File: src/hw/audio_serial_format_engine_defs.vh
/*
 * Constants for the serial audio format engine: register indices, field
 * positions, format and word-length codes, reset values.
 * Assumes a byte address of four times the register index on the bus.
 */
`ifndef AUDIO_SERIAL_FORMAT_ENGINE_DEFS_VH
`define AUDIO_SERIAL_FORMAT_ENGINE_DEFS_VH

// ----------------------------------------------------------------------
// Register indices (byte address = index * 4)
// ----------------------------------------------------------------------
`define IDX_PRIMARY_RX_FORMAT_CTRL 6'h0c
`define IDX_PRIMARY_TX_FORMAT_CTRL 6'h0d
`define IDX_SECONDARY_PORT_FORMAT_CTRL 6'h0e
`define IDX_FORMAT_STATUS 6'h0f

// ----------------------------------------------------------------------
// Field positions
// ----------------------------------------------------------------------
`define FLD_FORMAT_LO 0
`define FLD_WORD_LENGTH_LO 2
`define FLD_FRAME_POLARITY 4
`define FLD_BITCLOCK_INVERT 5
`define FLD_SECONDARY_ENABLE 6

// ----------------------------------------------------------------------
// Codes and reset values
// ----------------------------------------------------------------------
`define FMT_RIGHT_JUST 2'h0
`define FMT_LEFT_JUST 2'h1
`define FMT_I2S 2'h2
`define FMT_DSP 2'h3
`define WL_16 2'h0
`define WL_20 2'h1
`define WL_24 2'h2
`define WL_32 2'h3
`define FORMAT_CTRL_RESET 8'h0a
`define AUTO16_PERIOD_BITS 7'h20
`define PRIMARY_DSP_WORDS 3'h6
`define SECONDARY_DSP_WORDS 3'h2

`endif

File: src/hw/bclk_edge_sync.v
/*
 * Synchroniser and edge finder for one serial audio port: brings bit clock,
 * frame clock and data lines into the system clock domain and flags the
 * sampling edge and the launching edge of the bit clock.
 * Assumes the bit clock is well below half the system clock rate.
 */
`timescale 1ns/1ps
module bclk_edge_sync #(
    parameter WIDTH = 1
) (
    input wire sys_clk_i,
    input wire rst_b_i,
    input wire bclk_i,
    input wire lrclk_i,
    input wire [WIDTH-1:0] data_i,
    input wire invert_i,
    output wire sample_o,
    output wire launch_o,
    output wire lrclk_o,
    output wire [WIDTH-1:0] data_o
);
    reg bclk_s1, bclk_s2, bclk_s3;
    reg lr_s1, lr_s2;
    reg [WIDTH-1:0] dat_s1, dat_s2;
    wire rise;
    wire fall;

    // ------------------------------------------------------------------
    // Two-stage synchronisers
    // ------------------------------------------------------------------
    always @(posedge sys_clk_i or negedge rst_b_i) begin
        if (!rst_b_i) begin
            bclk_s1 <= 1'b0;
            bclk_s2 <= 1'b0;
            bclk_s3 <= 1'b0;
            lr_s1 <= 1'b0;
            lr_s2 <= 1'b0;
            dat_s1 <= {WIDTH{1'b0}};
            dat_s2 <= {WIDTH{1'b0}};
        end else begin
            bclk_s1 <= bclk_i;
            bclk_s2 <= bclk_s1;
            bclk_s3 <= bclk_s2;
            lr_s1 <= lrclk_i;
            lr_s2 <= lr_s1;
            dat_s1 <= data_i;
            dat_s2 <= dat_s1;
        end
    end

    // ------------------------------------------------------------------
    // Edge selection by polarity
    // ------------------------------------------------------------------
    assign rise = bclk_s2 & ~bclk_s3;
    assign fall = ~bclk_s2 & bclk_s3;
    assign sample_o = invert_i ? fall : rise;
    assign launch_o = invert_i ? rise : fall;
    assign lrclk_o = lr_s2;
    assign data_o = dat_s2;
endmodule

File: src/hw/audio_serial_format_engine.v
/*
 * Serial audio format engine: primary receiver (three data lines),
 * primary transmitter and secondary stereo port, with Wishbone registers.
 * Assumes the far side drives all bit and frame clocks (slave operation)
 * and that the bit clock runs below a quarter of sys_clk_i.
 */
// Summary of operation
// - I2S receive: MSB on second sampling edge after any frame-clock change.
// - I2S transmit: MSB launched on first launch edge after frame change.
// - I2S: frame clock low marks left word, high marks right.
// - DSP A receive: L1 MSB on second edge after rise; then 2, 3.
// - Secondary DSP receive keeps one stereo pair, ignores later words.
// - DSP A transmit: left MSB one edge after rise, right contiguous.
// - DSP B receive: L1 MSB on first edge after rise, same order.
// - DSP B transmit: MSB launched on the edge of the frame rise.
// - Default: receive samples data and frame clock rising; transmit reads frame clock and changes output falling.
// - Bit 5 swaps sampling and launching edges of the bit clock.
// - Bit 4 inverts frame clock, or picks DSP mode B; resets 0.
// - Bits 1:0 select DSP, I2S, left or right justified; reset I2S.
// - Bits 3:2 select 32, 24, 20 or 16 bits; reset 24.
// - Secondary control adds enable bit 6, reset 0, disabling the port.
// - Right justified with 32-bit setting runs at 24 bits.
// - Words become signed 24 bits: short ones zero padded, 32 truncated.
// - Exactly 32 bit clocks per frame forces 16-bit receive words, except in DSP.
`timescale 1ns/1ps
`include "audio_serial_format_engine_defs.vh"
module audio_serial_format_engine (
    input wire sys_clk_i,
    input wire rst_b_i,
    input wire wb_cyc_i,
    input wire wb_stb_i,
    input wire wb_we_i,
    input wire [7:0] wb_adr_i,
    input wire [3:0] wb_sel_i,
    input wire [31:0] wb_dat_i,
    output reg [31:0] wb_dat_o,
    output reg wb_ack_o,
    input wire prx_bclk_i,
    input wire prx_lrclk_i,
    input wire [2:0] receive_data_lines_i,
    output wire [71:0] prx_left_o,
    output wire [71:0] prx_right_o,
    output wire prx_valid_o,
    input wire ptx_bclk_i,
    input wire ptx_lrclk_i,
    output wire ptx_data_o,
    input wire [23:0] ptx_left_i,
    input wire [23:0] ptx_right_i,
    output wire ptx_taken_o,
    input wire sec_bclk_i,
    input wire sec_lrclk_i,
    input wire sec_data_i,
    output wire [23:0] srx_left_o,
    output wire [23:0] srx_right_o,
    output wire srx_valid_o,
    output wire stx_data_o,
    input wire [23:0] stx_left_i,
    input wire [23:0] stx_right_i,
    output wire stx_taken_o
);
    reg [5:0] primary_rx_format_ctrl;
    reg [5:0] primary_tx_format_ctrl;
    reg [6:0] secondary_port_format_ctrl;
    wire secondary_port_enable;
    wire wb_req;
    wire [5:0] wb_idx;
    wire [1:0] auto16_flag;
    wire prx_smp, prx_lr, sec_smp, sec_lch, sec_lr, ptx_lch, ptx_lr, sec_d;
    wire [2:0] prx_d;
    wire [15:0] rx_cfg;
    wire [15:0] tx_cfg;
    wire [1:0] rx_smp, rx_lr, tx_lch, tx_lr, rx_en, tx_en;
    wire [5:0] rx_dat;
    wire [143:0] rx_left, rx_right;
    wire [1:0] rx_valid, tx_dout, tx_taken;
    wire [47:0] tx_left, tx_right;

    // ------------------------------------------------------------------
    // Word length helpers
    // ------------------------------------------------------------------
    function [5:0] wl_bits;
        input [1:0] code;
        begin
            case (code)
                `WL_16: wl_bits = 6'h10;
                `WL_20: wl_bits = 6'h14;
                `WL_24: wl_bits = 6'h18;
                default: wl_bits = 6'h20;
            endcase
        end
    endfunction

    function [23:0] to_24;
        input [31:0] w;
        input [1:0] code;
        begin
            case (code)
                `WL_16: to_24 = {w[15:0], 8'h00};
                `WL_20: to_24 = {w[19:0], 4'h0};
                `WL_24: to_24 = w[23:0];
                default: to_24 = w[31:8];
            endcase
        end
    endfunction

    function [1:0] eff_wl;
        input [7:0] cfg;
        input auto16;
        begin
            if (auto16 && cfg[1:0] != `FMT_DSP)
                eff_wl = `WL_16;
            else if (cfg[1:0] == `FMT_RIGHT_JUST && cfg[3:2] == `WL_32)
                eff_wl = `WL_24;
            else
                eff_wl = cfg[3:2];
        end
    endfunction

    // ------------------------------------------------------------------
    // Wishbone register file
    // ------------------------------------------------------------------
    assign wb_req = wb_cyc_i & wb_stb_i & ~wb_ack_o;
    assign wb_idx = wb_adr_i[7:2];
    assign secondary_port_enable = secondary_port_format_ctrl[`FLD_SECONDARY_ENABLE];

    always @(posedge sys_clk_i or negedge rst_b_i) begin
        if (!rst_b_i) begin
            wb_ack_o <= 1'b0;
            wb_dat_o <= 32'h00000000;
            primary_rx_format_ctrl <= 6'h0a;
            primary_tx_format_ctrl <= 6'h0a;
            secondary_port_format_ctrl <= 7'h0a;
        end else begin
            wb_ack_o <= wb_req;
            if (wb_cyc_i && wb_stb_i && wb_ack_o && wb_we_i && wb_sel_i[0]) begin
                case (wb_idx)
                    `IDX_PRIMARY_RX_FORMAT_CTRL: primary_rx_format_ctrl <= wb_dat_i[5:0];
                    `IDX_PRIMARY_TX_FORMAT_CTRL: primary_tx_format_ctrl <= wb_dat_i[5:0];
                    `IDX_SECONDARY_PORT_FORMAT_CTRL: begin
                        secondary_port_format_ctrl <= wb_dat_i[6:0];
                    end
                    default: ;
                endcase
            end
            if (wb_req && !wb_we_i) begin
                case (wb_idx)
                    `IDX_PRIMARY_RX_FORMAT_CTRL: wb_dat_o <= {26'h0, primary_rx_format_ctrl};
                    `IDX_PRIMARY_TX_FORMAT_CTRL: wb_dat_o <= {26'h0, primary_tx_format_ctrl};
                    `IDX_SECONDARY_PORT_FORMAT_CTRL: begin
                        wb_dat_o <= {25'h0, secondary_port_format_ctrl};
                    end
                    `IDX_FORMAT_STATUS: wb_dat_o <= {30'h0, auto16_flag};
                    default: wb_dat_o <= 32'h00000000;
                endcase
            end else begin
                wb_dat_o <= 32'h00000000;
            end
        end
    end

    // ------------------------------------------------------------------
    // Pin synchronisers
    // ------------------------------------------------------------------
    bclk_edge_sync #(.WIDTH(3)) u_prx_sync (
        .sys_clk_i(sys_clk_i),
        .rst_b_i(rst_b_i),
        .bclk_i(prx_bclk_i),
        .lrclk_i(prx_lrclk_i),
        .data_i(receive_data_lines_i),
        .invert_i(primary_rx_format_ctrl[`FLD_BITCLOCK_INVERT]),
        .sample_o(prx_smp),
        .launch_o(),
        .lrclk_o(prx_lr),
        .data_o(prx_d)
    );

    bclk_edge_sync #(.WIDTH(1)) u_ptx_sync (
        .sys_clk_i(sys_clk_i),
        .rst_b_i(rst_b_i),
        .bclk_i(ptx_bclk_i),
        .lrclk_i(ptx_lrclk_i),
        .data_i(1'b0),
        .invert_i(primary_tx_format_ctrl[`FLD_BITCLOCK_INVERT]),
        .sample_o(),
        .launch_o(ptx_lch),
        .lrclk_o(ptx_lr),
        .data_o()
    );

    bclk_edge_sync #(.WIDTH(1)) u_sec_sync (
        .sys_clk_i(sys_clk_i),
        .rst_b_i(rst_b_i),
        .bclk_i(sec_bclk_i),
        .lrclk_i(sec_lrclk_i),
        .data_i(sec_data_i),
        .invert_i(secondary_port_format_ctrl[`FLD_BITCLOCK_INVERT]),
        .sample_o(sec_smp),
        .launch_o(sec_lch),
        .lrclk_o(sec_lr),
        .data_o(sec_d)
    );

    assign rx_cfg = {1'b0, secondary_port_format_ctrl, 2'b00, primary_rx_format_ctrl};
    assign tx_cfg = {1'b0, secondary_port_format_ctrl, 2'b00, primary_tx_format_ctrl};
    assign rx_smp = {sec_smp, prx_smp};
    assign rx_lr = {sec_lr, prx_lr};
    assign rx_dat = {2'b00, sec_d, prx_d};
    assign rx_en = {secondary_port_enable, 1'b1};
    assign tx_lch = {sec_lch, ptx_lch};
    assign tx_lr = {sec_lr, ptx_lr};
    assign tx_en = {secondary_port_enable, 1'b1};
    assign tx_left = {stx_left_i, ptx_left_i};
    assign tx_right = {stx_right_i, ptx_right_i};

    // ------------------------------------------------------------------
    // Receivers: port 0 primary, port 1 secondary
    // ------------------------------------------------------------------
    genvar g;
    generate
        for (g = 0; g < 2; g = g + 1) begin : rx
            wire [7:0] cfg = rx_cfg[g*8 +: 8];
            wire [1:0] fmt = cfg[1:0];
            wire lrp = cfg[`FLD_FRAME_POLARITY];
            wire dsp = (fmt == `FMT_DSP);
            wire rj = (fmt == `FMT_RIGHT_JUST);
            wire lr = rx_lr[g];
            wire [2:0] d = rx_dat[g*3 +: 3];
            wire left_lvl = ((fmt == `FMT_I2S) ? 1'b0 : 1'b1) ^ lrp;
            wire off = dsp ? ~lrp : (fmt == `FMT_I2S);
            wire [2:0] maxw = (g == 0) ? `PRIMARY_DSP_WORDS : `SECONDARY_DSP_WORDS;
            reg lr_q, busy, cur_left, pub, auto16, valid;
            reg [5:0] bitn;
            reg [2:0] wordn;
            reg [6:0] per;
            reg [95:0] sh;
            reg [71:0] lbuf, rbuf, lout, rout;
            wire [1:0] weff = eff_wl(cfg, auto16);
            wire [5:0] wlb = wl_bits(weff);
            wire start = dsp ? (lr & ~lr_q) : (lr ^ lr_q);
            wire take = start ? (~off & ~rj) : (busy & ~rj);
            wire last = (bitn + 6'h01 == wlb);
            integer i;

            always @(posedge sys_clk_i or negedge rst_b_i) begin
                if (!rst_b_i) begin
                    lr_q <= 1'b0;
                    busy <= 1'b0;
                    cur_left <= 1'b0;
                    pub <= 1'b0;
                    auto16 <= 1'b0;
                    valid <= 1'b0;
                    bitn <= 6'h00;
                    wordn <= 3'h0;
                    per <= 7'h00;
                    sh <= 96'h0;
                    lbuf <= 72'h0;
                    rbuf <= 72'h0;
                    lout <= 72'h0;
                    rout <= 72'h0;
                end else begin
                    valid <= pub;
                    pub <= 1'b0;
                    if (pub) begin
                        lout <= lbuf;
                        rout <= rbuf;
                    end
                    if (!rx_en[g]) begin
                        busy <= 1'b0;
                        bitn <= 6'h00;
                        lr_q <= lr;
                    end else if (rx_smp[g]) begin
                        lr_q <= lr;
                        for (i = 0; i < 3; i = i + 1)
                            sh[i*32 +: 32] <= {sh[i*32 +: 31], d[i]};
                        // Frame period measure for 16-bit auto detection
                        if (lr & ~lr_q) begin
                            per <= 7'h01;
                            auto16 <= (per == `AUTO16_PERIOD_BITS);
                        end else if (per != 7'h7f) begin
                            per <= per + 7'h01;
                        end
                        if (start) begin
                            if (busy & last & ~dsp & ~rj) begin
                                // Tight frame: last bit of a word on the frame edge
                                for (i = 0; i < 3; i = i + 1) begin
                                    if (cur_left)
                                        lbuf[i*24 +: 24] <=
                                            to_24({sh[i*32 +: 31], d[i]}, weff);
                                    else
                                        rbuf[i*24 +: 24] <=
                                            to_24({sh[i*32 +: 31], d[i]}, weff);
                                end
                                pub <= ~cur_left;
                            end
                            busy <= 1'b1;
                            wordn <= 3'h0;
                            bitn <= take ? 6'h01 : 6'h00;
                            cur_left <= (lr == left_lvl);
                            if (rj) begin
                                // Right justified: word ends just before the change
                                for (i = 0; i < 3; i = i + 1) begin
                                    if (lr_q == left_lvl)
                                        lbuf[i*24 +: 24] <= to_24(sh[i*32 +: 32], weff);
                                    else
                                        rbuf[i*24 +: 24] <= to_24(sh[i*32 +: 32], weff);
                                end
                                pub <= (lr_q != left_lvl);
                            end
                        end else if (take) begin
                            if (last) begin
                                bitn <= 6'h00;
                                wordn <= wordn + 3'h1;
                                if (dsp) begin
                                    // Channel order L1 R1 L2 R2 L3 R3 on line 0
                                    if (wordn[0])
                                        rbuf[wordn[2:1]*24 +: 24] <=
                                            to_24({sh[30:0], d[0]}, weff);
                                    else
                                        lbuf[wordn[2:1]*24 +: 24] <=
                                            to_24({sh[30:0], d[0]}, weff);
                                    if (wordn + 3'h1 == maxw) begin
                                        busy <= 1'b0;
                                        pub <= 1'b1;
                                    end
                                end else begin
                                    busy <= 1'b0;
                                    for (i = 0; i < 3; i = i + 1) begin
                                        if (cur_left)
                                            lbuf[i*24 +: 24] <=
                                                to_24({sh[i*32 +: 31], d[i]}, weff);
                                        else
                                            rbuf[i*24 +: 24] <=
                                                to_24({sh[i*32 +: 31], d[i]}, weff);
                                    end
                                    pub <= ~cur_left;
                                end
                            end else begin
                                bitn <= bitn + 6'h01;
                            end
                        end
                    end
                end
            end
            assign rx_left[g*72 +: 72] = lout;
            assign rx_right[g*72 +: 72] = rout;
            assign rx_valid[g] = valid;
            assign auto16_flag[g] = auto16;
        end
    endgenerate

    // ------------------------------------------------------------------
    // Transmitters: port 0 primary, port 1 secondary
    // ------------------------------------------------------------------
    generate
        for (g = 0; g < 2; g = g + 1) begin : tx
            reg lr_q, pend, second, dout, taken;
            reg [5:0] bitn;
            reg [6:0] cnt, hl;
            reg [31:0] sh;
            reg [23:0] rhold;
            wire [7:0] cfg = tx_cfg[g*8 +: 8];
            wire [1:0] fmt = cfg[1:0];
            wire lrp = cfg[`FLD_FRAME_POLARITY];
            wire dsp = (fmt == `FMT_DSP);
            wire rj = (fmt == `FMT_RIGHT_JUST);
            wire lr = tx_lr[g];
            wire left_lvl = ((fmt == `FMT_I2S) ? 1'b0 : 1'b1) ^ lrp;
            wire [1:0] weff = eff_wl(cfg, 1'b0);
            wire [5:0] wlb = wl_bits(weff);
            wire evt = dsp ? (lr & ~lr_q) : (lr ^ lr_q);
            wire imm = dsp ? lrp : (fmt == `FMT_LEFT_JUST);
            wire [6:0] idx = (lr ^ lr_q) ? 7'h00 : cnt + 7'h01;
            wire rj_go = rj & (idx == hl - {1'b0, wlb});
            wire go = rj ? rj_go : ((evt & imm) | pend);
            wire is_left = dsp | (lr == left_lvl);
            wire [23:0] word = is_left ? tx_left[g*24 +: 24] : rhold;

            always @(posedge sys_clk_i or negedge rst_b_i) begin
                if (!rst_b_i) begin
                    lr_q <= 1'b0;
                    pend <= 1'b0;
                    second <= 1'b0;
                    dout <= 1'b0;
                    taken <= 1'b0;
                    bitn <= 6'h00;
                    cnt <= 7'h00;
                    hl <= 7'h00;
                    sh <= 32'h0;
                    rhold <= 24'h0;
                end else begin
                    taken <= 1'b0;
                    if (!tx_en[g]) begin
                        dout <= 1'b0;
                        pend <= 1'b0;
                        bitn <= 6'h00;
                        lr_q <= lr;
                    end else if (tx_lch[g]) begin
                        lr_q <= lr;
                        cnt <= (cnt == 7'h7f) ? cnt : idx;
                        if (lr ^ lr_q)
                            hl <= cnt + 7'h01;
                        pend <= ~rj & evt & ~imm;
                        if (go) begin
                            dout <= word[23];
                            sh <= {word[22:0], 9'h000};
                            bitn <= 6'h01;
                            second <= 1'b0;
                            if (is_left) begin
                                rhold <= tx_right[g*24 +: 24];
                                taken <= 1'b1;
                            end
                        end else if (bitn == wlb) begin
                            if (dsp && !second) begin
                                // Right word follows with no gap
                                dout <= rhold[23];
                                sh <= {rhold[22:0], 9'h000};
                                bitn <= 6'h01;
                                second <= 1'b1;
                            end else begin
                                dout <= 1'b0;
                                bitn <= 6'h00;
                            end
                        end else if (bitn != 6'h00) begin
                            dout <= sh[31];
                            sh <= {sh[30:0], 1'b0};
                            bitn <= bitn + 6'h01;
                        end
                    end
                end
            end
            assign tx_dout[g] = dout;
            assign tx_taken[g] = taken;
        end
    endgenerate

    // ------------------------------------------------------------------
    // Outputs
    // ------------------------------------------------------------------
    assign prx_left_o = rx_left[71:0];
    assign prx_right_o = rx_right[71:0];
    assign prx_valid_o = rx_valid[0];
    assign srx_left_o = rx_left[95:72];
    assign srx_right_o = rx_right[95:72];
    assign srx_valid_o = rx_valid[1];
    assign ptx_data_o = tx_dout[0];
    assign ptx_taken_o = tx_taken[0];
    assign stx_data_o = tx_dout[1];
    assign stx_taken_o = tx_taken[1];
endmodule

File: config.mk
export PLATFORM = sky130hd
export DESIGN_NAME = audio_serial_format_engine
export DESIGN_NICKNAME = d
export VERILOG_FILES = /design/src/hw/bclk_edge_sync.v /design/src/hw/audio_serial_format_engine.v
export VERILOG_INCLUDE_DIRS = /design/src /design/src/hw
export SDC_FILE = /design/constraint.sdc
export NUM_CORES = 2
export LEC_CHECK = 0
export ABC_AREA = 1
export BUFFER_PORTS_ARGS = -buffer_cell sky130_fd_sc_hd__buf_2
export CAP_MARGIN = 40
export CORE_UTILIZATION = 61
export DETAILED_ROUTE_END_ITERATION = 8
export PLACE_DENSITY = 0.81
export SYNTH_ARGS = -nofsm -noshare
export SYNTH_HDL_FRONTEND = slang
export SYNTH_HIERARCHICAL = 1
export SYNTH_SLANG_ARGS = --single-unit
File: constraint.sdc
create_clock -name sys_clk_i -period 3.6 [get_ports sys_clk_i]
set_clock_uncertainty 0.15 [all_clocks]
set_input_delay 0.72 -clock sys_clk_i [delete_from_list [all_inputs] [get_ports sys_clk_i]]
set_output_delay 0.72 -clock sys_clk_i [all_outputs]
set_load 0.005 [all_outputs]
==> results_tabular.tex <==
\begin{tabular}{lr}
\hline
Metric & Value \\
\hline
\multicolumn{2}{l}{\textbf{STA}} \\
Post-route worst hold slack & approximately 25 ps \\
Post-route setup TNS & 0 ps \\
Worst-Margin Slew & about 1300 ps \\
Shortest period the worst path allows & between 3000 and 4000 ps \\
Hold violation total from the final report & 0 \\
Post-route clock period utilization & 95.2\% \\
Maximum clock frequency & slightly below 0.3 GHz \\
Final max-slew violation count & 0 \\
Headroom to the max-slew limit & between 10\% and 20\% \\
Final setup violation count & 0 \\
\multicolumn{2}{l}{\textbf{Route}} \\
First-iteration detailed-routing DRC count & 6874 \\
Number of remaining DRC errors & 0 \\
Wirelength, routed & 148 mm \\
Vias & roughly 46000 \\
Ratio of routed vias to standard cells & a little over 6 \\
Router iterations before antenna repair & 7 \\
DRT antenna net count & 0 \\
Wire per inst & roughly 19 um \\
\multicolumn{2}{l}{\textbf{Floorplan}} \\
Die extent in y & 273 um \\
Ports & approximately 390 \\
Placement Rows & just under 100 \\
Die Span X & around 270 um \\
Core footprint & 72800 um\^{}2 \\
Initial core utilization & between 60 and 70\% \\
Area of the die & between 70000 and 80000 um\^{}2 \\
\multicolumn{2}{l}{\textbf{Setup path}} \\
Library cell appearing most often on the critical path & sky130\_fd\_sc\_hd\_\_nand2\_1 \\
Worst EP arrival & about 3800 ps \\
Critical-path cell list & nand2\_4 -> nand2\_2 -> nand3\_2 -> buf\_12 -> o211ai\_1 -> nand2\_1 -> o21ai\_0 -> nand3\_1 -> nand2\_1 -> nand2\_1 -> nand2\_1 -> nand2\_1 -> o21ai\_0 \\
Crit path required time & between 4000 and 5000 ps \\
Cell at the slowest stage of the critical path & sky130\_fd\_sc\_hd\_\_dfstp\_2 \\
Flop2flop setup slack & roughly 170 ps \\
RR Startpoint & primary\_rx\_format\_ctrl[1]\$\_DFFE\_PN1P\_ \\
CP Max Fanout & just over 50 \\
Delay of the slowest cell on the worst path & approximately 630 ps \\
FF-to-FF End & rx[0].lbuf[36]\$\_DFFE\_PN0P\_ \\
Worst reg-to-reg path cell count & 13 \\
Startpoint class of the critical path & register \\
Kind of end point of the critical path & register \\
Category of the critical setup timing path & reg2reg \\
\multicolumn{2}{l}{\textbf{Cells and area}} \\
Net total in the final layout & between 6000 and 7000 \\
Commonest non-fill, non-tap cell in the layout & sky130\_fd\_sc\_hd\_\_nand2\_1 \\
Fraction of final layout cells with drive strength greater than 1 & between 10\% and 20\% \\
Non-Filler Instances & 7629 \\
Area growth from synthesis to final layout & 13.3\% \\
Leading cell types in the layout, fill and taps excluded & sky130\_fd\_sc\_hd\_\_nand2\_1 (2274), sky130\_fd\_sc\_hd\_\_dfrtp\_1 (741), sky130\_fd\_sc\_hd\_\_o21ai\_0 (647) \\
Finished Cell Area & 50900 um\^{}2 \\
\multicolumn{2}{l}{\textbf{Power}} \\
Total power per unit cell area & 673 nW/um\^{}2 \\
Overall power of the completed layout & about 34 mW \\
Leakage power & 25.1 nW \\
Max rail drop VDD & 0.576 mV \\
\multicolumn{2}{l}{\textbf{Place}} \\
Count of input and output buffers & 330 \\
Post-placement cell count & $\sim$7500 \\
Placed wire-length estimate after detailed placement & $\sim$100 mm \\
Dpl cell area & 47900 um\^{}2 \\
Final Wtd Congestion & 1.03 \\
\multicolumn{2}{l}{\textbf{Min path}} \\
Worst min-delay path endpoint & u\_sec\_sync/dat\_s1\$\_DFF\_PN0\_ \\
Hold Crit Class & in2reg \\
Startpoint of the lowest-slack hold path & sec\_data\_i \\
Worst hold path cell count & 1 \\
\multicolumn{2}{l}{\textbf{Global routing}} \\
Initial antenna violation count & 5 \\
First-pass GRT wire length & around 230 mm \\
Vias in the first global route & 41700 \\
Pin count of the biggest net entering global routing & $\sim$230 \\
Overall routing resource usage & about two fifths \\
Aggregate global routing overflow & 0 \\
\multicolumn{2}{l}{\textbf{Yosys}} \\
Total number of yosys warnings & 6 \\
Gate count after technology mapping & $\sim$6400 \\
Summed instance area of the synthesized netlist & 44900 um\^{}2 \\
Syn avg cell area & 7.03 um\^{}2 \\
\multicolumn{2}{l}{\textbf{Clock tree}} \\
Number of buffers on the longest clock path & 3 \\
Clock H-tree levels & 3 \\
Clock slew seen by the registers of the worst setup and hold paths & around 60 ps \\
Number of buffers created by CTS & just over 80 \\
Worst-Skew Late Latency & between 600 and 700 ps \\
Clk sink count & 750 \\
Clock tree root buffer cell & sky130\_fd\_sc\_hd\_\_clkbuf\_16 \\
CTS tree & built \\
\multicolumn{2}{l}{\textbf{Status}} \\
Result of the run & complete, no violations \\
\multicolumn{2}{l}{\textbf{Run}} \\
Number of max-cap violations & 0 \\
\hline
\end{tabular}
through the flow:
step	worst slack, ps	utilization [%]
CTS	5.82	69.7
finish	174	69.8
global route	-15.2	69.8
floorplan	423	-
global placement	54.1	65.6
detailed placement	1.59	65.8
timing repair:
action	4_1_cts	5_1_grt
pin swaps	0	1
hold buffers	1	0
buffers inserted	0	5
hold endpoints to repair	45	0
setup endpoints to repair	3	103
resized for setup	1	16
gates cloned	0	1
worst max path at each step:
| stage | startpoint | endpoint | slack [ps] | depth (start not counted) |
|---|---|---|---|---|
| after floorplan | secondary_port_format_ctrl[1]$_DFFE_PN1P_ | tx[1].rhold[14]$_DFFE_PN0P_ | 420 | 19 |
| after global placement | secondary_port_format_ctrl[1]$_DFFE_PN1P_ | tx[1].bitn[0]$_DFFE_PN0P_ | 50 | 18 |
| after detailed placement | secondary_port_format_ctrl[1]$_DFFE_PN1P_ | tx[1].bitn[0]$_DFFE_PN0P_ | 2 | 18 |
| after CTS | secondary_port_format_ctrl[1]$_DFFE_PN1P_ | tx[1].sh[14]$_DFFE_PN0P_ | 6 | 18 |
| after global routing | primary_tx_format_ctrl[1]$_DFFE_PN1P_ | tx[0].rhold[11]$_DFFE_PN0P_ | -20 | 22 |
| final | primary_rx_format_ctrl[1]$_DFFE_PN1P_ | rx[0].lbuf[36]$_DFFE_PN0P_ | 170 | 13 |
layer usage:
metal	track usage (%)	wire, um
met1	56.8	60200
met2	56.3	62900
met3	8.97	19100
met4	15.1	5650
met5	0	66
power breakdown:
part	internal, mW	total [mW]	switching [mW]
Sequential	11.0	13.3	2.26
Combinational	4.56	12.0	7.48
Clock	5.21	8.88	3.67
Total	20.8	34.2	13.4
layout make-up:
cell class	instances	area, um^2
clock inverter	36	419
antenna	5	12.5
fill	6078	22000
multi-input combinational	4752	22700
sequential	750	18800
inverter	489	1850
tap	959	1200
clock buffer	116	2410
timing repair inverter	1	7.51
timing repair buffer	521	3500
flip-flops by register name, summed over array words and instances (netlist names), 46 cells and up:
register     cells
rx.sh          128
tx.rhold        48
rx.lbuf         96
prx_right_o     72
rx.rbuf         96
prx_left_o      72
tx.sh           46
critical path, delay by kind of cell (launching register included):
| kind | cells | cell delay (ps) |
|---|---|---|
| AOI/OAI and AO/OA | 3 | 940 |
| DFF | 1 | 630 |
| and+or+nand+nor | 9 | 1340 |
| buffers and inverters | 1 | 270 |
Power figures use the tool's default switching activity.
